--- src/logic/agmc_map.svh ---
// register offsets, reset values, field positions and write masks of the config slice
`ifndef AGMC_MAP_SVH
`define AGMC_MAP_SVH

// ==========================================
// offsets
`define AGMC_OFS_PAGE      8'h00
`define AGMC_OFS_EDGE      8'h19
`define AGMC_OFS_GATE_CFG  8'h6B
`define AGMC_OFS_TH_HIGH   8'h6C
`define AGMC_OFS_TH_MID    8'h6D
`define AGMC_OFS_TH_LOW    8'h6E
`define AGMC_OFS_HOLD_HIGH 8'h6F
`define AGMC_OFS_HOLD_LOW  8'h70
`define AGMC_OFS_UVLO      8'h71
`define AGMC_OFS_DAC       8'h73
`define AGMC_OFS_CKSUM     8'h7E
`define AGMC_OFS_BOOK      8'h7F

// ==========================================
// books and pages holding this slice
`define AGMC_BOOK_MAIN 8'h00
`define AGMC_PAGE_MAIN 8'h00
`define AGMC_PAGE_EDGE 8'h01

// ==========================================
// reset values
`define AGMC_RST_PAGE      8'h00
`define AGMC_RST_EDGE      8'h40
`define AGMC_RST_GATE_CFG  8'h43
`define AGMC_RST_TH_HIGH   8'h00
`define AGMC_RST_TH_MID    8'h00
`define AGMC_RST_TH_LOW    8'h1A
`define AGMC_RST_HOLD_HIGH 8'h00
`define AGMC_RST_HOLD_LOW  8'h96
`define AGMC_RST_UVLO      8'h02
`define AGMC_RST_DAC       8'h00
`define AGMC_RST_CKSUM     8'h00
`define AGMC_RST_BOOK      8'h00

// ==========================================
// field positions and writable bits
`define AGMC_BIT_BATT_CONV 6
`define AGMC_BIT_FINE_EN   2
`define AGMC_BIT_DEM_HI    7
`define AGMC_BIT_DEM_LO    6
`define AGMC_BIT_DITH_OFF  5
`define AGMC_BIT_LIN_EDGE  6
`define AGMC_UVLO_HI       5
`define AGMC_HOLD_DROP     3
`define AGMC_WMASK_GATE    8'h7F
`define AGMC_WMASK_DAC     8'hE0
`define AGMC_WMASK_EDGE    8'h40

`endif

--- src/logic/agmc_pkg.sv ---
// types shared by the config slice modules
`default_nettype none
package agmc_pkg;

   typedef logic [7:0] agmc_byte_t;

   // element matching selection, in code order 0..3
   typedef enum logic [1:0] {
      AGMC_DEM_BOTH_ON,
      AGMC_DEM_MSB_ONLY,
      AGMC_DEM_LSB_ONLY,
      AGMC_DEM_BOTH_OFF
   } agmc_dem_e;

endpackage
`default_nettype wire

--- src/logic/agmc_wr_checksum.sv ---
// running checksum over host writes
`timescale 1ns/1ps
`default_nettype none
`include "agmc_map.svh"

module agmc_wr_checksum
(
   input wire logic ref_clk_i,
   input wire logic sys_rst_i,
   input wire logic wr_i,
   input wire logic ck_hit_i,
   input wire agmc_pkg::agmc_byte_t addr_i,
   input wire agmc_pkg::agmc_byte_t data_i,
   output var agmc_pkg::agmc_byte_t sum_o
);
   import agmc_pkg::*;

   agmc_byte_t sum;
   agmc_byte_t next_sum;

   // ==========================================
   // accumulation
   // modulo-256 sum of address plus data; cheap, but blind to swapped writes
   always_comb
   begin
      next_sum = sum;
      if (wr_i && ck_hit_i)
      begin
         next_sum = data_i;
      end
      else if (wr_i)
      begin
         next_sum = agmc_byte_t'(sum + addr_i + data_i);
      end
   end

   always_ff @(posedge ref_clk_i or posedge sys_rst_i)
   begin
      if (sys_rst_i)
         sum <= `AGMC_RST_CKSUM;
      else
         sum <= next_sum;
   end

   assign sum_o = sum;

   // ==========================================
   // checks
   a_cksum_load_value: assert property (@(posedge ref_clk_i) disable iff (sys_rst_i)
      wr_i && ck_hit_i |=> sum == $past(data_i))
      else $error("checksum not loaded by write");

   a_cksum_accum_step: assert property (@(posedge ref_clk_i) disable iff (sys_rst_i)
      wr_i && !ck_hit_i |=> sum == agmc_byte_t'($past(sum) + $past(addr_i) + $past(data_i)))
      else $error("checksum not accumulated");

   a_cksum_idle_hold: assert property (@(posedge ref_clk_i) disable iff (sys_rst_i)
      !wr_i |=> $stable(sum))
      else $error("checksum moved without a write");

endmodule
`default_nettype wire

--- src/logic/agmc_read_mux.sv ---
// registered read data selection
`timescale 1ns/1ps
`default_nettype none
`include "agmc_map.svh"

module agmc_read_mux
(
   input wire logic ref_clk_i,
   input wire logic sys_rst_i,
   input wire logic rd_i,
   input wire logic main_sel_i,
   input wire logic edge_sel_i,
   input wire agmc_pkg::agmc_byte_t addr_i,
   input wire agmc_pkg::agmc_byte_t page_i,
   input wire agmc_pkg::agmc_byte_t book_i,
   input wire agmc_pkg::agmc_byte_t cksum_i,
   input wire agmc_pkg::agmc_byte_t gate_cfg_i,
   input wire agmc_pkg::agmc_byte_t th_high_i,
   input wire agmc_pkg::agmc_byte_t th_mid_i,
   input wire agmc_pkg::agmc_byte_t th_low_i,
   input wire agmc_pkg::agmc_byte_t hold_high_i,
   input wire agmc_pkg::agmc_byte_t hold_low_i,
   input wire agmc_pkg::agmc_byte_t uvlo_i,
   input wire agmc_pkg::agmc_byte_t dac_ctrl_i,
   input wire agmc_pkg::agmc_byte_t edge_i,
   output var agmc_pkg::agmc_byte_t rdata_o,
   output logic rvalid_o
);
   import agmc_pkg::*;

   agmc_byte_t rdata;
   agmc_byte_t next_rdata;
   logic rvalid;
   logic next_rvalid;

   // ==========================================
   // selection; unmapped addresses read as zero
   always_comb
   begin
      next_rvalid = rd_i;
      next_rdata = rdata;
      if (rd_i)
      begin
         next_rdata = 8'h00;
         if (addr_i == `AGMC_OFS_PAGE)
            next_rdata = page_i;
         else if (addr_i == `AGMC_OFS_CKSUM)
            next_rdata = cksum_i;
         else if (addr_i == `AGMC_OFS_BOOK)
            next_rdata = book_i;
         else if (edge_sel_i && addr_i == `AGMC_OFS_EDGE)
            next_rdata = edge_i;
         else if (main_sel_i)
         begin
            unique case (addr_i)
               `AGMC_OFS_GATE_CFG: next_rdata = gate_cfg_i;
               `AGMC_OFS_TH_HIGH: next_rdata = th_high_i;
               `AGMC_OFS_TH_MID: next_rdata = th_mid_i;
               `AGMC_OFS_TH_LOW: next_rdata = th_low_i;
               `AGMC_OFS_HOLD_HIGH: next_rdata = hold_high_i;
               `AGMC_OFS_HOLD_LOW: next_rdata = hold_low_i;
               `AGMC_OFS_UVLO: next_rdata = uvlo_i;
               `AGMC_OFS_DAC: next_rdata = dac_ctrl_i;
               default: next_rdata = 8'h00;
            endcase
         end
      end
   end

   always_ff @(posedge ref_clk_i or posedge sys_rst_i)
   begin
      if (sys_rst_i)
      begin
         rdata <= 8'h00;
         rvalid <= 1'b0;
      end
      else
      begin
         rdata <= next_rdata;
         rvalid <= next_rvalid;
      end
   end

   assign rdata_o = rdata;
   assign rvalid_o = rvalid;

   // ==========================================
   // checks
   a_read_cksum_value: assert property (@(posedge ref_clk_i) disable iff (sys_rst_i)
      rd_i && addr_i == `AGMC_OFS_CKSUM |=> rvalid && rdata == $past(cksum_i))
      else $error("checksum read returned wrong value");

endmodule
`default_nettype wire

--- src/logic/agmc_cfg_regs.sv ---
// noise gate, undervoltage, dac matching, checksum and book configuration registers
//
// Function
// - battery conversion when brownout sourced from supply
// - gate config bit 2 enables fine mode
// - fine threshold assembled from three bytes
// - threshold resets to 1Ah, minus 110 dBFS
// - hold count bits 18:3 in two bytes
// - six-bit field selects undervoltage trip level
// - bits 7:6 select dac matching enables
// - bit 5 set disables msb modulator dither
// - checksum register reads back, write loads it
// - every other write updates the checksum
// - book register selects books 0 to 255
`timescale 1ns/1ps
`default_nettype none
`include "agmc_map.svh"

module agmc_cfg_regs
(
   input wire logic ref_clk_i,
   input wire logic sys_rst_i,
   input wire agmc_pkg::agmc_byte_t reg_addr_i,
   input wire agmc_pkg::agmc_byte_t reg_wdata_i,
   input wire logic reg_wr_i,
   input wire logic reg_rd_i,
   input wire logic brownout_guard_src_supply_i,
   output var agmc_pkg::agmc_byte_t reg_rdata_o,
   output logic reg_rvalid_o,
   output var agmc_pkg::agmc_byte_t book_o,
   output var agmc_pkg::agmc_byte_t page_o,
   output logic battery_sense_convert_o,
   output logic gate_fine_mode_enable_o,
   output logic [23:0] gate_fine_threshold_o,
   output logic [18:0] gate_fine_hold_count_o,
   output logic [5:0] power_undervoltage_threshold_o,
   output var agmc_pkg::agmc_dem_e dac_element_matching_ctrl_o,
   output logic dac_msb_match_en_o,
   output logic dac_lsb_match_en_o,
   output logic modulator_dither_off_o,
   output logic linear_edge_select_o
);
   import agmc_pkg::*;

   // ==========================================
   // register state
   agmc_byte_t page;
   agmc_byte_t book;
   agmc_byte_t gate_cfg;
   agmc_byte_t th_high;
   agmc_byte_t th_mid;
   agmc_byte_t th_low;
   agmc_byte_t hold_high;
   agmc_byte_t hold_low;
   agmc_byte_t uvlo;
   agmc_byte_t dac_ctrl;
   agmc_byte_t edge_mod;
   agmc_byte_t next_page;
   agmc_byte_t next_book;
   agmc_byte_t next_gate_cfg;
   agmc_byte_t next_th_high;
   agmc_byte_t next_th_mid;
   agmc_byte_t next_th_low;
   agmc_byte_t next_hold_high;
   agmc_byte_t next_hold_low;
   agmc_byte_t next_uvlo;
   agmc_byte_t next_dac_ctrl;
   agmc_byte_t next_edge_mod;
   agmc_byte_t cksum;
   logic main_sel;
   logic edge_sel;
   logic ck_hit;

   // the slice lives in book 0; page and book registers answer everywhere
   assign main_sel = (book == `AGMC_BOOK_MAIN) && (page == `AGMC_PAGE_MAIN);
   assign edge_sel = (book == `AGMC_BOOK_MAIN) && (page == `AGMC_PAGE_EDGE);
   assign ck_hit = (reg_addr_i == `AGMC_OFS_CKSUM);

   // ==========================================
   // write decode
   // read-only bits keep their reset value whatever the host writes
   always_comb
   begin
      next_page = page;
      next_book = book;
      next_gate_cfg = gate_cfg;
      next_th_high = th_high;
      next_th_mid = th_mid;
      next_th_low = th_low;
      next_hold_high = hold_high;
      next_hold_low = hold_low;
      next_uvlo = uvlo;
      next_dac_ctrl = dac_ctrl;
      next_edge_mod = edge_mod;
      if (reg_wr_i)
      begin
         if (reg_addr_i == `AGMC_OFS_PAGE)
            next_page = reg_wdata_i;
         else if (reg_addr_i == `AGMC_OFS_BOOK)
            next_book = reg_wdata_i;
         else if (edge_sel && reg_addr_i == `AGMC_OFS_EDGE)
            next_edge_mod = (reg_wdata_i & `AGMC_WMASK_EDGE)
                          | (`AGMC_RST_EDGE & ~`AGMC_WMASK_EDGE);
         else if (main_sel)
         begin
            unique case (reg_addr_i)
               `AGMC_OFS_GATE_CFG: next_gate_cfg = (reg_wdata_i & `AGMC_WMASK_GATE)
                                                 | (`AGMC_RST_GATE_CFG & ~`AGMC_WMASK_GATE);
               `AGMC_OFS_TH_HIGH: next_th_high = reg_wdata_i;
               `AGMC_OFS_TH_MID: next_th_mid = reg_wdata_i;
               `AGMC_OFS_TH_LOW: next_th_low = reg_wdata_i;
               `AGMC_OFS_HOLD_HIGH: next_hold_high = reg_wdata_i;
               `AGMC_OFS_HOLD_LOW: next_hold_low = reg_wdata_i;
               `AGMC_OFS_UVLO: next_uvlo = reg_wdata_i;
               `AGMC_OFS_DAC: next_dac_ctrl = (reg_wdata_i & `AGMC_WMASK_DAC)
                                            | (`AGMC_RST_DAC & ~`AGMC_WMASK_DAC);
               default: next_page = page;
            endcase
         end
      end
   end

   always_ff @(posedge ref_clk_i or posedge sys_rst_i)
   begin
      if (sys_rst_i)
      begin
         page <= `AGMC_RST_PAGE;
         book <= `AGMC_RST_BOOK;
         gate_cfg <= `AGMC_RST_GATE_CFG;
         th_high <= `AGMC_RST_TH_HIGH;
         th_mid <= `AGMC_RST_TH_MID;
         th_low <= `AGMC_RST_TH_LOW;
         hold_high <= `AGMC_RST_HOLD_HIGH;
         hold_low <= `AGMC_RST_HOLD_LOW;
         uvlo <= `AGMC_RST_UVLO;
         dac_ctrl <= `AGMC_RST_DAC;
         edge_mod <= `AGMC_RST_EDGE;
      end
      else
      begin
         page <= next_page;
         book <= next_book;
         gate_cfg <= next_gate_cfg;
         th_high <= next_th_high;
         th_mid <= next_th_mid;
         th_low <= next_th_low;
         hold_high <= next_hold_high;
         hold_low <= next_hold_low;
         uvlo <= next_uvlo;
         dac_ctrl <= next_dac_ctrl;
         edge_mod <= next_edge_mod;
      end
   end

   // ==========================================
   // checksum and read path
   agmc_wr_checksum u_cksum
   (
      .ref_clk_i(ref_clk_i),
      .sys_rst_i(sys_rst_i),
      .wr_i(reg_wr_i),
      .ck_hit_i(ck_hit),
      .addr_i(reg_addr_i),
      .data_i(reg_wdata_i),
      .sum_o(cksum)
   );

   agmc_read_mux u_rd
   (
      .ref_clk_i(ref_clk_i),
      .sys_rst_i(sys_rst_i),
      .rd_i(reg_rd_i),
      .main_sel_i(main_sel),
      .edge_sel_i(edge_sel),
      .addr_i(reg_addr_i),
      .page_i(page),
      .book_i(book),
      .cksum_i(cksum),
      .gate_cfg_i(gate_cfg),
      .th_high_i(th_high),
      .th_mid_i(th_mid),
      .th_low_i(th_low),
      .hold_high_i(hold_high),
      .hold_low_i(hold_low),
      .uvlo_i(uvlo),
      .dac_ctrl_i(dac_ctrl),
      .edge_i(edge_mod),
      .rdata_o(reg_rdata_o),
      .rvalid_o(reg_rvalid_o)
   );

   // ==========================================
   // control outputs
   // computed from the next register values so a setting shows one edge after its write
   logic next_batt_conv;
   logic next_msb_en;
   logic next_lsb_en;
   agmc_dem_e next_dem;
   logic batt_conv;
   logic msb_en;
   logic lsb_en;
   agmc_dem_e dem;

   always_comb
   begin
      // the source select is a level from logic on this clock, so no synchroniser
      next_batt_conv = brownout_guard_src_supply_i
                     & next_gate_cfg[`AGMC_BIT_BATT_CONV];
      next_dem = agmc_dem_e'(next_dac_ctrl[`AGMC_BIT_DEM_HI:`AGMC_BIT_DEM_LO]);
      next_msb_en = !next_dac_ctrl[`AGMC_BIT_DEM_HI];
      next_lsb_en = !next_dac_ctrl[`AGMC_BIT_DEM_LO];
   end

   always_ff @(posedge ref_clk_i or posedge sys_rst_i)
   begin
      if (sys_rst_i)
      begin
         batt_conv <= 1'b0;
         dem <= AGMC_DEM_BOTH_ON;
         msb_en <= 1'b1;
         lsb_en <= 1'b1;
      end
      else
      begin
         batt_conv <= next_batt_conv;
         dem <= next_dem;
         msb_en <= next_msb_en;
         lsb_en <= next_lsb_en;
      end
   end

   assign book_o = book;
   assign page_o = page;
   assign battery_sense_convert_o = batt_conv;
   assign gate_fine_mode_enable_o = gate_cfg[`AGMC_BIT_FINE_EN];
   assign gate_fine_threshold_o = {th_high, th_mid, th_low};
   // low hold bits are not stored; hold resolution is eight samples
   assign gate_fine_hold_count_o = {hold_high, hold_low, 3'b000};
   assign power_undervoltage_threshold_o = uvlo[`AGMC_UVLO_HI:0];
   assign dac_element_matching_ctrl_o = dem;
   assign dac_msb_match_en_o = msb_en;
   assign dac_lsb_match_en_o = lsb_en;
   assign modulator_dither_off_o = dac_ctrl[`AGMC_BIT_DITH_OFF];
   assign linear_edge_select_o = edge_mod[`AGMC_BIT_LIN_EDGE];

   // ==========================================
   // checks
   a_batt_conv_gate: assert property (@(posedge ref_clk_i) disable iff (sys_rst_i)
      !gate_cfg[`AGMC_BIT_BATT_CONV] && !(reg_wr_i && main_sel)
      |=> !battery_sense_convert_o)
      else $error("battery conversion without its enable");

   a_fine_mode_write: assert property (@(posedge ref_clk_i) disable iff (sys_rst_i)
      reg_wr_i && main_sel && reg_addr_i == `AGMC_OFS_GATE_CFG
      |=> gate_fine_mode_enable_o == $past(reg_wdata_i[`AGMC_BIT_FINE_EN]))
      else $error("fine gate mode does not follow write");

   a_threshold_mid_byte: assert property (@(posedge ref_clk_i) disable iff (sys_rst_i)
      reg_wr_i && main_sel && reg_addr_i == `AGMC_OFS_TH_MID
      |=> gate_fine_threshold_o[15:8] == $past(reg_wdata_i)
          && gate_fine_threshold_o[23:16] == $past(gate_fine_threshold_o[23:16]))
      else $error("threshold middle byte misplaced");

   a_threshold_reset_code: assert property (@(posedge ref_clk_i) disable iff (sys_rst_i)
      $past(sys_rst_i) |-> gate_fine_threshold_o == 24'h00_001A)
      else $error("threshold reset code wrong");

   a_hold_low_byte: assert property (@(posedge ref_clk_i) disable iff (sys_rst_i)
      reg_wr_i && main_sel && reg_addr_i == `AGMC_OFS_HOLD_LOW
      |=> gate_fine_hold_count_o[10:3] == $past(reg_wdata_i)
          && gate_fine_hold_count_o[2:0] == 3'b000)
      else $error("hold count low byte misplaced");

   a_uvlo_field: assert property (@(posedge ref_clk_i) disable iff (sys_rst_i)
      reg_wr_i && main_sel && reg_addr_i == `AGMC_OFS_UVLO
      |=> power_undervoltage_threshold_o == $past(reg_wdata_i[5:0]))
      else $error("undervoltage field does not follow write");

   a_dem_both_off: assert property (@(posedge ref_clk_i) disable iff (sys_rst_i)
      reg_wr_i && main_sel && reg_addr_i == `AGMC_OFS_DAC && reg_wdata_i[7:6] == 2'b11
      |=> !dac_msb_match_en_o && !dac_lsb_match_en_o
          && dac_element_matching_ctrl_o == AGMC_DEM_BOTH_OFF)
      else $error("matching not fully off for code 3");

   a_dem_msb_only: assert property (@(posedge ref_clk_i) disable iff (sys_rst_i)
      dac_element_matching_ctrl_o == AGMC_DEM_MSB_ONLY
      |-> dac_msb_match_en_o && !dac_lsb_match_en_o)
      else $error("matching enables disagree with code 1");

   a_dither_ctrl: assert property (@(posedge ref_clk_i) disable iff (sys_rst_i)
      reg_wr_i && main_sel && reg_addr_i == `AGMC_OFS_DAC
      |=> modulator_dither_off_o == $past(reg_wdata_i[`AGMC_BIT_DITH_OFF]))
      else $error("dither control does not follow write");

   a_book_write: assert property (@(posedge ref_clk_i) disable iff (sys_rst_i)
      reg_wr_i && reg_addr_i == `AGMC_OFS_BOOK |=> book_o == $past(reg_wdata_i))
      else $error("book register does not follow write");

endmodule
`default_nettype wire

--- config.mk ---
export PLATFORM = sky130hd
export DESIGN_NAME = agmc_cfg_regs
export DESIGN_NICKNAME = d
export VERILOG_FILES = /design/src/logic/agmc_pkg.sv /design/src/logic/agmc_wr_checksum.sv /design/src/logic/agmc_read_mux.sv /design/src/logic/agmc_cfg_regs.sv
export VERILOG_INCLUDE_DIRS = /design/src /design/src/logic
export SDC_FILE = /design/constraint.sdc
export NUM_CORES = 1
export LEC_CHECK = 0
export CORE_ASPECT_RATIO = 2
export CORE_MARGIN = 2
export CORE_UTILIZATION = 40
export DETAILED_ROUTE_END_ITERATION = 10
export DONT_BUFFER_PORTS = 1
export GPL_TIMING_DRIVEN = 0
export MAX_ROUTING_LAYER = met4
export PLACE_DENSITY = 0.58
export SLEW_MARGIN = 25
export SYNTH_ARGS = -nofsm -noshare
export SYNTH_HDL_FRONTEND = slang
export SYNTH_SLANG_ARGS = --single-unit
--- constraint.sdc ---
create_clock -name ref_clk_i -period 3.6 [get_ports ref_clk_i]
set_input_delay 0.36 -clock ref_clk_i [delete_from_list [all_inputs] [get_ports ref_clk_i]]
set_output_delay 0.36 -clock ref_clk_i [all_outputs]
set_load 0.005 [all_outputs]
# Word level (Yosys, flattened, before mapping)
# Cells that the tools add are included.
[op_classes]
bitwise_logic = 4
n_reduce_logical = 21
muxes = 20
add_sub_neg = 2
eq_ne = 12
[op_table]
columns = ["operator", "n"]
rows = [
  ["two-way mux 8 bit", 13],
  ["== test 8 x 7 -> 1 bit, second input constant", 10],
  ["case mux 8 bit (8 select lines)", 1],
  ["AND reduction 6 bit", 8],
  ["two-way mux 7 bit", 6],
  ["logical NOT 8 bit", 3],
  ["adder 8 bit", 2],
  ["== test 8 x 1 -> 1 bit, second input constant", 1],
  ["== test 8 x 5 -> 1 bit, second input constant", 1],
  ["logical AND 1 bit", 4],
  ["AND reduction 4 bit", 1],
  ["inverter 1 bit", 3],
  ["AND reduction 3 bit", 1],
  ["logical NOT 1 bit", 2],
  ["AND reduction 2 bit", 1],
  ["nonzero test 2 bit", 1],
  ["AND 1 bit", 1],
]
[totals]
register_bits = 95

# Longest topological paths before layout
# Gate-level depths: netlist of the first run.
[depth]
depth_word = 8
mapped_depth = 12

# By module
# Synthesis of the first run repeated with hierarchy kept, for this count alone.
[hier_totals]
cells_unflattened = 439
hier_area_um2 = 5421.4
[modules_own_cells]
columns = ["module", "cells_each", "seq_area_each_um2", "n_inst", "area_per_inst_um2"]
rows = [
  ["agmc_cfg_regs", 214, 1969.4, 1, 3342.0],
  ["agmc_read_mux", 146, 225.2, 1, 1305.0],
  ["agmc_wr_checksum", 79, 200.2, 1, 774.5],
]

# Least setup slack after synthesis of the first run
# Ideal clock, no wire load.
[synth_path]
path_type = "input-to-reg"
start = "in reg_addr_i[1]"
end = "reg u_cksum.sum[7], in the netlist u_cksum.sum_o[7]"
stages = 9
setup_slack_ns = 0.691
n_path_buf = 0
arrival_time_ns = 2.838
path_cell_list = "fa_1 > ha_1 > fa_1 > a211oi_1 > o21bai_1 > a21oi_1 > xnor2_1 > or4b_2 > nand4_1"
[synth_via]
elab_chain_cells = 4
elab_cells_between_ends = 7
cone_classes = "2 x add/sub; 1 x eq/ne; 2 x mux; 2 x reduce/logical"
[synth_rtl]
columns = ["element", "line", "text"]
rows = [
  ["start, declared", "agmc_cfg_regs.sv:23", "input wire agmc_pkg::agmc_byte_t reg_addr_i,"],
  ["adder 8 bit (2 in a row)", "agmc_wr_checksum.sv:33", "next_sum = agmc_byte_t'(sum + addr_i + data_i);"],
  ["two-way mux 8 bit", "agmc_wr_checksum.sv:31", "else if (wr_i)"],
  ["two-way mux 8 bit", "agmc_wr_checksum.sv:27", "if (wr_i && ck_hit_i)"],
  ["end signal, assigned", "agmc_wr_checksum.sv:40", "sum <= `AGMC_RST_CKSUM;"],
  ["end signal, assigned", "agmc_wr_checksum.sv:42", "sum <= next_sum;"],
  ["end, declared", "agmc_wr_checksum.sv:18", "agmc_byte_t sum;"],
]
# Several ways; a longest one is shown, not always the timed one. The select of a mux whose other input is x is not followed.
# A chain may end at the register's enable or synchronous reset.

# Final worst setup path of the first run
[layout_path]
start = "reg u_cksum.sum[1], in the netlist u_cksum.sum_o[1]"
end = "reg u_cksum.sum[7], in the netlist u_cksum.sum_o[7]"
[layout_via]
elab_chain_cells = 4
[layout_rtl]
columns = ["element", "line"]
rows = [
  ["adder 8 bit (2 in a row)", "agmc_wr_checksum.sv:33"],
  ["two-way mux 8 bit", "agmc_wr_checksum.sv:31"],
  ["two-way mux 8 bit", "agmc_wr_checksum.sv:27"],
]
# Every way passes these cells. The select of a mux whose other input is x is not followed.

==> impl_metrics.tcl, run 1 <==
set metrics [dict create \
    cts_buffers 9 \
    overflow 0 \
    synth_most_common_cell "dfrtp_1" \
    worstPathArrival_ps 3450 \
    synth_compound_area_share_pct 11.52 \
    worstMarginPinSlew_ps 1087 \
    min_to "u_rd.rvalid_o$_DFF_PP0_" \
    dieHeight_um 163.8 \
    dpl.hpwl_mm 11.88 \
    via_count 3727 \
    fin_total_pwr_mw 2.865 \
    drive_gt1_share_pct 27.94 \
    worstHoldPathCells 0 \
    hp-class "in2reg" \
    r2r_end "u_cksum.sum_o[7]$_DFFE_PP0P_" \
    top_level_ports 103 \
    cts_tree "yes" \
    finalMaxSlewViolations 0 \
    max_cap_viol_count 0 \
    ys_ff_latch 95 \
    drc 0 \
    synth_xor_area_share_pct 0.8576 \
    powerDensity_mw_per_mm2 509.3 \
    antenna_cells 0 \
    worstSetupStartpointType "flip-flop" \
    critPathMaxFanout 3 \
    antenna_found_initial 0 \
    drt-wirelength-per-cell_um 24.78 \
    nets 506 \
    ys_seq_area_share_pct 46.90 \
    end_kind "flip-flop" \
    ant_nets 0 \
    comb_power_share_pct 24.4 \
    worstReg2RegStart "u_cksum.sum_o[1]$_DFFE_PP0P_" \
    synth_common_cells "dfrtp_1, mux2_2, nand2_1" \
    ys_top_cells_by_area "dfrtp_1, mux2_2, dfstp_2, fa_1, nand2_1" \
    cts_setup_buffers 0 \
    fp.dieW_um 83.89 \
    initial_core_util_pct 40.67 \
    fin_cells 626 \
    p_leak_nw 2.530 \
    grt_pass1_wl_mm 23.29 \
    synthToLayoutAreaGrowth_pct 10.17 \
    reg2reg_setup_slack_ps 430 \
    skew_ps 6.803 \
    fill_cells 1190 \
    multi_input_area_mm2 0.002501 \
    synthDistinctLibCells 59 \
    clk_latency_ps 340 \
    synth_cells 456 \
    grtUsageTotal_pct 23.61 \
    maxSlewHeadroom_pct 26.56 \
    cts-root-buf "clkbuf_16" \
    finalCriticalPeriod_ps 3175 \
    fmax_mhz 315.0 \
    pwr-share-seq_pct 44.4 \
    p_sw_share_pct 31.82 \
    std_cell_rows 58 \
    internal_power_mw 1.953 \
    rsz0062_at_grt "no" \
    synthAdderAreaFrac_pct 4.607 \
    synth_top_area_share_pct 39.70 \
    synthArstFlopShare_pct 100.0 \
    p_clk_share_pct 31.2 \
    synth_edf_count 0 \
    portBuffers 0 \
    clk_pin_slew_ps 70 \
    core_area_mm2 0.01255 \
    final-hold-violation-count 0 \
    die_area_mm2 0.01374 \
    yosys.area_share.simple_pct 12.47 \
    grt_pass1_vias 3825 \
    clk_path_buf_depth 2 \
    r2r_cells 9 \
    synth_top_family_by_area "multiplexers" \
    peakVddDrop_v 0.0003585 \
    ys_warn_count 0 \
    cts_resized 0 \
    routed_via_density 5.954 \
    routed_wl_mm 15.51 \
    run_status "complete, no violations" \
    grt_max_degree 52 \
    synth_mux_area_share_pct 19.16 \
    first_pass_iters 4 \
    crit_required_ps 3880 \
    crit_start "u_cksum.sum_o[1]$_DFFE_PP0P_" \
    synth_ff_type "dfrtp_1" \
    hold_start "reg_rd_i" \
    finalSetupViolations 0 \
    seqCellArea_mm2 0.002395 \
    gp_congestion 0.8854 \
    drtIter0Drc 207 \
    cts.sinks 95 \
    p_switching_uw 911.8 \
    finalCritPeriodShare_pct 88.18 \
    path_class "reg2reg" \
    place_inst 609 \
    syn_area_mm2 0.005106 \
    synth_top_area_cell "dfrtp_1" \
    htreeDepth 3 \
    avgSynthCellArea_um2 11.20 \
]
==> how the worst max path moves through the flow <==
stage,endpoint,slack (ps),cells past startpoint
floorplan,u_cksum.sum_o[7]$_DFFE_PP0P_,690,9
global placement,th_high[5]$_DFFE_PP0P_,-270,1
detailed placement,u_cksum.sum_o[7]$_DFFE_PP0P_,200,12
CTS,u_cksum.sum_o[7]$_DFFE_PP0P_,430,9
global route,u_cksum.sum_o[7]$_DFFE_PP0P_,240,9
finish,u_cksum.sum_o[7]$_DFFE_PP0P_,430,9
==> sequential cells by signal (all words and copies together) (netlist names) <==
register                     count
th_high                          8
book_o                           8
dac_lsb_match_en_o               1
u_rd.rdata_o                     8
edge_mod                         1
dac_msb_match_en_o               1
hold_low                         8
dac_element_matching_ctrl_o      2
hold_high                        8
battery_sense_convert_o          1
gate_cfg                         7
u_cksum.sum_o                    8
page_o                           8
dac_ctrl                         1
th_low                           8
th_mid                           8
u_rd.rvalid_o                    1
uvlo                             8
==> area by class of cell <==
cell class,instances,share of cell area (%)
multi-input cells,316,44.46
clock inverters,6,0.8007
repair buffers,2,0.6673
clock buffers,10,4.070
well taps,150,3.336
flip-flops and latches,95,42.57
plain buffers,39,3.470
inverters,8,0.6228
==> per-stage QoR <==
step / setup TNS, ps / setup slack (ps) / instance area [um^2] / hold slack (ps) / util, %
6_report: 0 / 425.4 / 5625 / 41.56 / 44.81
5_1_grt: 0 / 239.5 / 5625 / 20.80 / 44.81
4_1_cts: 0 / 432.0 / 5618 / 29.75 / 44.75
3_5_place_dp: 0 / 202.7 / 5334 / 268.1 / 42.49
3_3_place_gp: -21270 / -268.3 / 5301 / 391.5 / 42.23
2_1_floorplan: 0 / 691.2 / 5114 / 391.4 / -
==> layer usage <==
metal  up-vias  wire (um)  part of all wire [%]  GRT usage [%]
met1      1891       5163                    33          22.89
met5         -          0                     0              -
met2       130       8766                    57          43.05
li1       1678          -                     -              -
met3        28        999                   6.4          6.332
met4         0        585                   3.8          11.22
==> cells in the final DEF, fill, tap and decap left out, types with 8 or more instances in the layout <==
cell,synthesis,final
clkbuf_1,21,22
a31oi_1,11,11
clkbuf_16,0,9
fa_1,8,8
dfrtp_1,81,81
nand2_1,35,35
dfstp_2,14,14
o21ai_0,20,20
a21oi_1,21,21
nor2_1,22,22
a22oi_1,9,9
mux2_2,74,74
buf_4,12,12
mux2i_1,13,13
nand4_1,8,8
==> critical path, cell delays in order, from the launching register on <==
cell and delay [ps]:
dfrtp_1 440, fa_1 460, ha_1 240, fa_1 440, a211oi_1 320, o21bai_1 140, a21oi_1 190, xnor2_1 140
or4b_2 650, nand4_1 90
==> cells by family (layout without fill, tap and decap cells) <==
logic type                 count (synthesis)  after routing
xor gates and xnor gates                   5              5
AOI/OAI and AO/OA                         92             92
buffers and inverters                     47             65
muxes                                     88             88
DFF                                       95             95
other                                      1              3
and+or+nand+nor                          114            114
adders and majority gates                 14             14
==> power by group through the flow <==
stage          combinational [mW]  sequential (mW)  clock [mW]
6_report                    0.699             1.27       0.893
5_1_grt                     0.792             1.28       0.966
4_1_cts                     0.696             1.27       0.911
3_5_place_dp                0.690             1.29           0
3_3_place_gp                0.653             1.29           0
2_1_floorplan               0.549             1.25           0
==> what timing repair did <==
action / CTS / global route
hold buffers: 1 / 0
hold endpoints to repair: 38 / 0
setup endpoints to repair: 0 / 0
(Power assumes the default switching activity.)
==> inputs of run 2 (changes only) <==
Settings changed: CORE_MARGIN 2 to 1.5, CORE_UTILIZATION 40 to 41, PLACE_DENSITY 0.58 to 0.59.
==> run 2 against run 1 <==
Combinational power about the same. Clock power up 6.8%. Maximum frequency decreased by 0.92%. Clock skew increased by 3.0 ps. Utilization is 1.7 points higher. Power is 2.1% higher. Wire length shrank 1.4%. Flip-flop and latch count did not move. Global-route usage rose by 1.3 points. Critical path type unchanged. Largest cell class unchanged.
==> impl_metrics.tcl, run 2 (synthesis gave the netlist of run 1 again) <==
set metrics [dict create \
    run_status "complete, no violations" \
    cpMaxStageDelayCell "or4b_2" \
    reg2reg_setup_slack_ps 400 \
    grtUsageTotal_pct 24.92 \
    finalCriticalPeriod_ps 3204 \
    worstPathArrival_ps 3480 \
    finalMaxSlewViolations 0 \
    antenna_found_initial 0 \
    r2r_end "u_cksum.sum_o[7]$_DFFE_PP0P_" \
    finalCritPeriodShare_pct 89.01 \
    min_to "u_rd.rvalid_o$_DFF_PP0_" \
    crit_chain "fa_1, ha_1, fa_1, a211oi_1, o21bai_1, a21oi_1, xnor2_1, or4b_2, nand4_1" \
    cts-root-buf "clkbuf_16" \
    max_cap_viol_count 0 \
    final-hold-violation-count 0 \
    p_leak_nw 2.546 \
    final_common_cell "dfrtp_1" \
    portBuffers 0 \
    dpl-instance-area_mm2 0.005330 \
    place_ws_ps 233.6 \
    layout_common_cells "dfrtp_1, mux2_2, nand2_1, clkbuf_1, nor2_1" \
    clk_latency_ps 350 \
    initial_core_util_pct 42.12 \
    grt_pass1_wl_mm 22.85 \
    top_level_ports 103 \
    worstMarginPinSlew_ps 1056 \
    routed_wl_mm 15.30 \
    hp-class "in2reg" \
    hold_start "reg_rd_i" \
    std_cell_rows 57 \
    die_area_mm2 0.01317 \
    drtIter0Drc 224 \
    clk_pin_slew_ps 70 \
    multi_input_area_mm2 0.002494 \
    finalSetupViolations 0 \
    clk_path_buf_depth 2 \
    crit_required_ps 3880 \
    dieHeight_um 160.8 \
    first_pass_iters 4 \
    worstHoldPathCells 0 \
    critPathMaxFanout 3 \
    fin_total_pwr_mw 2.926 \
    worstReg2RegStart "u_cksum.sum_o[1]$_DFFE_PP0P_" \
    ant_nets 0 \
    core_area_mm2 0.01212 \
    antenna_cells 0 \
    hold_slack_ps 40.90 \
    final_util_pct 46.46 \
    htreeDepth 3 \
    routed_via_density 5.958 \
    rsz0062_at_grt "no" \
    grt_pass1_vias 3862 \
    fp.dieW_um 81.91 \
    cts_buffers 9 \
    maxSlewHeadroom_pct 28.63 \
    gp_congestion 0.8983 \
    powerDensity_mw_per_mm2 519.5 \
    overflow 0 \
    drc 0 \
    worstSetupStartpointType "flip-flop" \
    path_class "reg2reg" \
    cts_tree "yes" \
    drive_gt1_share_pct 27.52 \
    skew_ps 9.821 \
    seqCellArea_mm2 0.002395 \
    r2r_cells 9 \
    nets 506 \
    grt_max_degree 59 \
    design_area_mm2 0.005633 \
    crit_path_frequent_cell "fa_1" \
    peakVddDrop_v 0.0002444 \
    worst_slack_ps 395.8 \
    end_kind "flip-flop" \
    cts_setup_buffers 0 \
    fill_cells 1147 \
    cts.sinks 95 \
    max_stage_delay_ps 640 \
    drt-wirelength-per-cell_um 24.56 \
    fmax_mhz 312.1 \
    dpl.hpwl_mm 11.66 \
    synthToLayoutAreaGrowth_pct 10.32 \
    via_count 3712 \
]
[run 2: cell count changes in the layout (fill, tap and decap cells not counted)]
cell and delta:
clkinvlp_4 -2, bufinv_16 +1, clkbuf_1 +1, clkinv_4 +1
inv_6 -1, o311ai_1 +1, o311ai_2 -1
[run 2: layout make-up]
| cell class | count | share of cell area [%] |
|---|---|---|
| Inverter | 8 | 0.6219 |
| Tap cell | 147 | 3.265 |
| Timing Repair Buffer | 2 | 0.6664 |
| Sequential cell | 95 | 42.51 |
| Multi-Input combinational cell | 316 | 44.27 |
| Clock buffer | 11 | 4.131 |
| Buffer | 39 | 3.465 |
| Clock inverter | 5 | 1.066 |
[run 2: repair_timing]
action | CTS | global route
hold buffers | 1 | 0
endpoints found under the hold margin | 32 | 0
resized for setup | 0 | 0
[run 2: worst max-delay path, delay by kind of cell (launching register included)]
family | cells | cell delay [ps]
adders and majority gates | 3 | 1150
and+or+nand+nor | 2 | 730
AOI/OAI and AO/OA | 3 | 690
DFF | 1 | 430
xor gates and xnor gates | 1 | 140
[run 2: report_power, final]
group          internal (mW)  switching (mW)  total (mW)
logic                  0.316           0.384       0.700
registers               1.17           0.106        1.27
clock network          0.542           0.413       0.954
total                   2.02           0.902        2.93
[run 2: per-stage QoR]
| step | TNS [ps] | cells |
|---|---|---|
| global placement | -21780 | 605 |
| detailed placement | 0 | 606 |
| CTS | 0 | 623 |
| floorplan | 0 | 458 |
| global route | 0 | 623 |
| finish | 0 | 623 |
[run 2: worst max path at each step]
stage | start | to | slack, ps | cells after the start
floorplan | reg_addr_i[1] | u_cksum.sum_o[7]$_DFFE_PP0P_ | 690 | 9
finish | u_cksum.sum_o[1]$_DFFE_PP0P_ | u_cksum.sum_o[7]$_DFFE_PP0P_ | 400 | 9
global placement | sys_rst_i | book_o[2]$_DFFE_PP0P_ | -280 | 1
CTS | u_cksum.sum_o[1]$_DFFE_PP0P_ | u_cksum.sum_o[7]$_DFFE_PP0P_ | 380 | 9
detailed placement | reg_wdata_i[0] | u_cksum.sum_o[7]$_DFFE_PP0P_ | 230 | 12
global route | u_cksum.sum_o[1]$_DFFE_PP0P_ | u_cksum.sum_o[7]$_DFFE_PP0P_ | 270 | 9
[run 2: per-layer routing]
layer | routed length [um] | global-route usage (%) | vias up | share of wire, %
met5 | 0 | - | - | 0
met4 | 658 | 12.56 | 0 | 4.3
met3 | 858 | 5.398 | 31 | 5.6
met2 | 8559 | 43.70 | 130 | 56
met1 | 5225 | 24.93 | 1870 | 34
li1 | - | - | 1681 | -
==> inputs of run 3 (changes only) <==
Settings changed: REMOVE_ABC_BUFFERS set to 1, SYNTH_HIERARCHICAL set to 1.
==> run 3 against run 2 <==
Sequential share of layout area fell by 1.5 points. Flip-flop and latch count did not move. Via count rose by 0.48%. Clock power fell by 2%. Maximum frequency rose by 25%. First-iteration DRC count rose by 63%. Global-route usage fell by 1.5 points. Critical path type unchanged. Highest routed layer unchanged.
==> impl_metrics.tcl, run 3 <==
set metrics [dict create \
    synthToLayoutAreaGrowth_pct 7.639 \
    synth_top_area_cell "dfrtp_1" \
    overflow 0 \
    ant_nets 0 \
    via_count 3730 \
    drc 0 \
    fp.dieW_um 84.31 \
    ys_ff_latch 95 \
    finalMaxSlewViolations 0 \
    grtUsageMet1_pct 24.43 \
    crit_required_ps 3880 \
    grt_pass1_vias 3767 \
    place_ws_ps 1032 \
    worstReg2RegStart "page_o[7]$_DFFE_PP0P_" \
    cpMaxStageDelayCell "nor3b_2" \
    cts_resized 0 \
    antenna_cells 0 \
    worst-path-buf-inv 0 \
    syn_area_mm2 0.005421 \
    gp_congestion 0.9150 \
    cts.sinks 95 \
    dieHeight_um 165.6 \
    dpl.hpwl_mm 11.46 \
    routed_via_density 6.237 \
    max_stage_delay_ps 520 \
    crit_cells 8 \
    rsz0062_at_grt "no" \
    core_area_mm2 0.01299 \
    ys_top_cells_by_area "dfrtp_1, mux2_2, dfstp_2, mux2i_1, fa_1" \
    crit_chain "nor4_4, and3_1, and3_1, nand4_1, nor3b_2, a22o_1, a221oi_1, o21ai_1" \
    worstPathArrival_ps 2850 \
    synthDistinctLibCells 65 \
    grt_pass1_wl_mm 23.60 \
    critPathMaxFanout 8 \
    htreeDepth 3 \
    cts-root-buf "clkbuf_16" \
    ys_seq_area_share_pct 44.17 \
    drive_gt1_share_pct 30.49 \
    synth_common_cells "dfrtp_1, mux2_2, mux2i_1" \
    cts_buffers 9 \
    portBuffers 0 \
    initial_core_util_pct 41.73 \
    crit_path_frequent_cell "and3_1" \
    worstHoldPathCells 0 \
    crit_start "page_o[7]$_DFFE_PP0P_" \
    final-hold-violation-count 0 \
    die_area_mm2 0.01396 \
    finalCritPeriodShare_pct 71.39 \
    routed_wl_mm 15.80 \
    path_class "reg2reg" \
    fin_total_pwr_mw 2.856 \
    skew_ps 10.36 \
    cts_tree "yes" \
    grt_max_degree 41 \
    hp-class "in2reg" \
    finalSetupViolations 0 \
    top_level_ports 103 \
    worstSetupStartpointType "flip-flop" \
    run_status "complete, no violations" \
    clk_path_buf_depth 2 \
    powerDensity_mw_per_mm2 489.3 \
    finalSetupTns_ps 0 \
    grtUsageTotal_pct 23.42 \
    grt_util_met3_pct 5.381 \
    end_kind "flip-flop" \
    synth_ff_type "dfrtp_1" \
    synthArstFlopShare_pct 100.0 \
    ys_warn_count 6 \
    max_cap_viol_count 0 \
    std_cell_rows 59 \
    synth_top_area_share_pct 37.39 \
    nets 476 \
    grt-busiest-layer "met2" \
    fmax_mhz 389.1 \
    maxSlewHeadroom_pct 40.10 \
    first_pass_iters 5 \
    p_leak_nw 2.521 \
    hold_start "reg_rd_i" \
    clk_pin_slew_ps 70 \
    gr-usage-met2_pct 42.99 \
    peakVddDrop_v 0.0003332 \
    layout_common_cells "dfrtp_1, mux2_2, mux2i_1, nand2_1, a22oi_1" \
    clk_latency_ps 350 \
    final_common_cell "dfrtp_1" \
    finalCriticalPeriod_ps 2570 \
    synth_cells 439 \
    avgSynthCellArea_um2 12.35 \
    synth_most_common_cell "dfrtp_1" \
    synth_edf_count 0 \
    worstMarginPinSlew_ps 893.6 \
    cp_top_family "simple AND/OR/NAND/NOR gates" \
    worst_slack_ps 1030 \
    drtIter0Drc 366 \
    antenna_found_initial 0 \
    final_util_pct 44.92 \
    drt-wirelength-per-cell_um 26.42 \
    r2r_cells 8 \
]
-- run 3: repair_timing --
action	in CTS	in global routing
hold buffers	1	0
buffers inserted	0	0
endpoints found under the hold margin	52	0
-- run 3: stage by stage --
step           cells  area [um^2]  hold slack, ps
2_1_floorplan    428         5321           175.7
3_3_place_gp     580         5512           235.3
3_5_place_dp     581         5534           236.7
4_1_cts          598         5836           27.56
5_1_grt          598         5836           19.57
6_report         598         5836           36.00
-- run 3: worst paths after layout --
| kind | end | slack, ps |
|---|---|---|
| setup / recovery | u_rd/rdata_o[6]$_DFFE_PP0P_ | 1030 |
| hold / removal | u_rd/rvalid_o$_DFF_PP0_ | 40 |
| setup reg to reg | u_rd/rdata_o[6]$_DFFE_PP0P_ | 1030 |
| hold reg to reg | dac_lsb_match_en_o$_DFF_PP1_ | 500 |
| max in group asynchronous | hold_low[1]$_DFFE_PP1P_ | 2370 |
| min in group asynchronous | u_cksum/sum_o[2]$_DFFE_PP0P_ | 490 |
-- run 3: routing by layer --
layer	share of wire [%]	wire length [um]
met2	56	8885
met5	0	0
met1	35	5561
met3	6.3	995
met4	2.3	359
-- run 3: layout make-up --
cell class              count  area [um^2]
multi-input cells         321         2882
well taps                 152        190.2
fillers                  1203         7157
clock buffers               9        225.2
clock inverters             7        66.31
inverters                  12        47.55
repair buffers              2        30.03
flip-flops and latches     95         2395
-- run 3: power breakdown --
| part | internal [mW] | total, mW | switching, mW |
|---|---|---|---|
| registers | 1.16 | 1.28 | 0.116 |
| clock network | 0.486 | 0.935 | 0.450 |
| logic | 0.320 | 0.645 | 0.325 |
-- run 3: kinds of logic (layout without fill, tap and decap cells) --
| family | Yosys count | after routing | synth area share, % |
|---|---|---|---|
| buf+inv | 38 | 30 | 3.716 |
| compound gates | 96 | 96 | 13.39 |
| flops | 95 | 95 | 44.17 |
| simple gates | 89 | 89 | 12.44 |
| other cells | 1 | 16 | 0.06917 |
| mux | 99 | 99 | 20.75 |
| xor+xnor | 7 | 7 | 1.131 |
| fa+ha+maj | 14 | 14 | 4.339 |
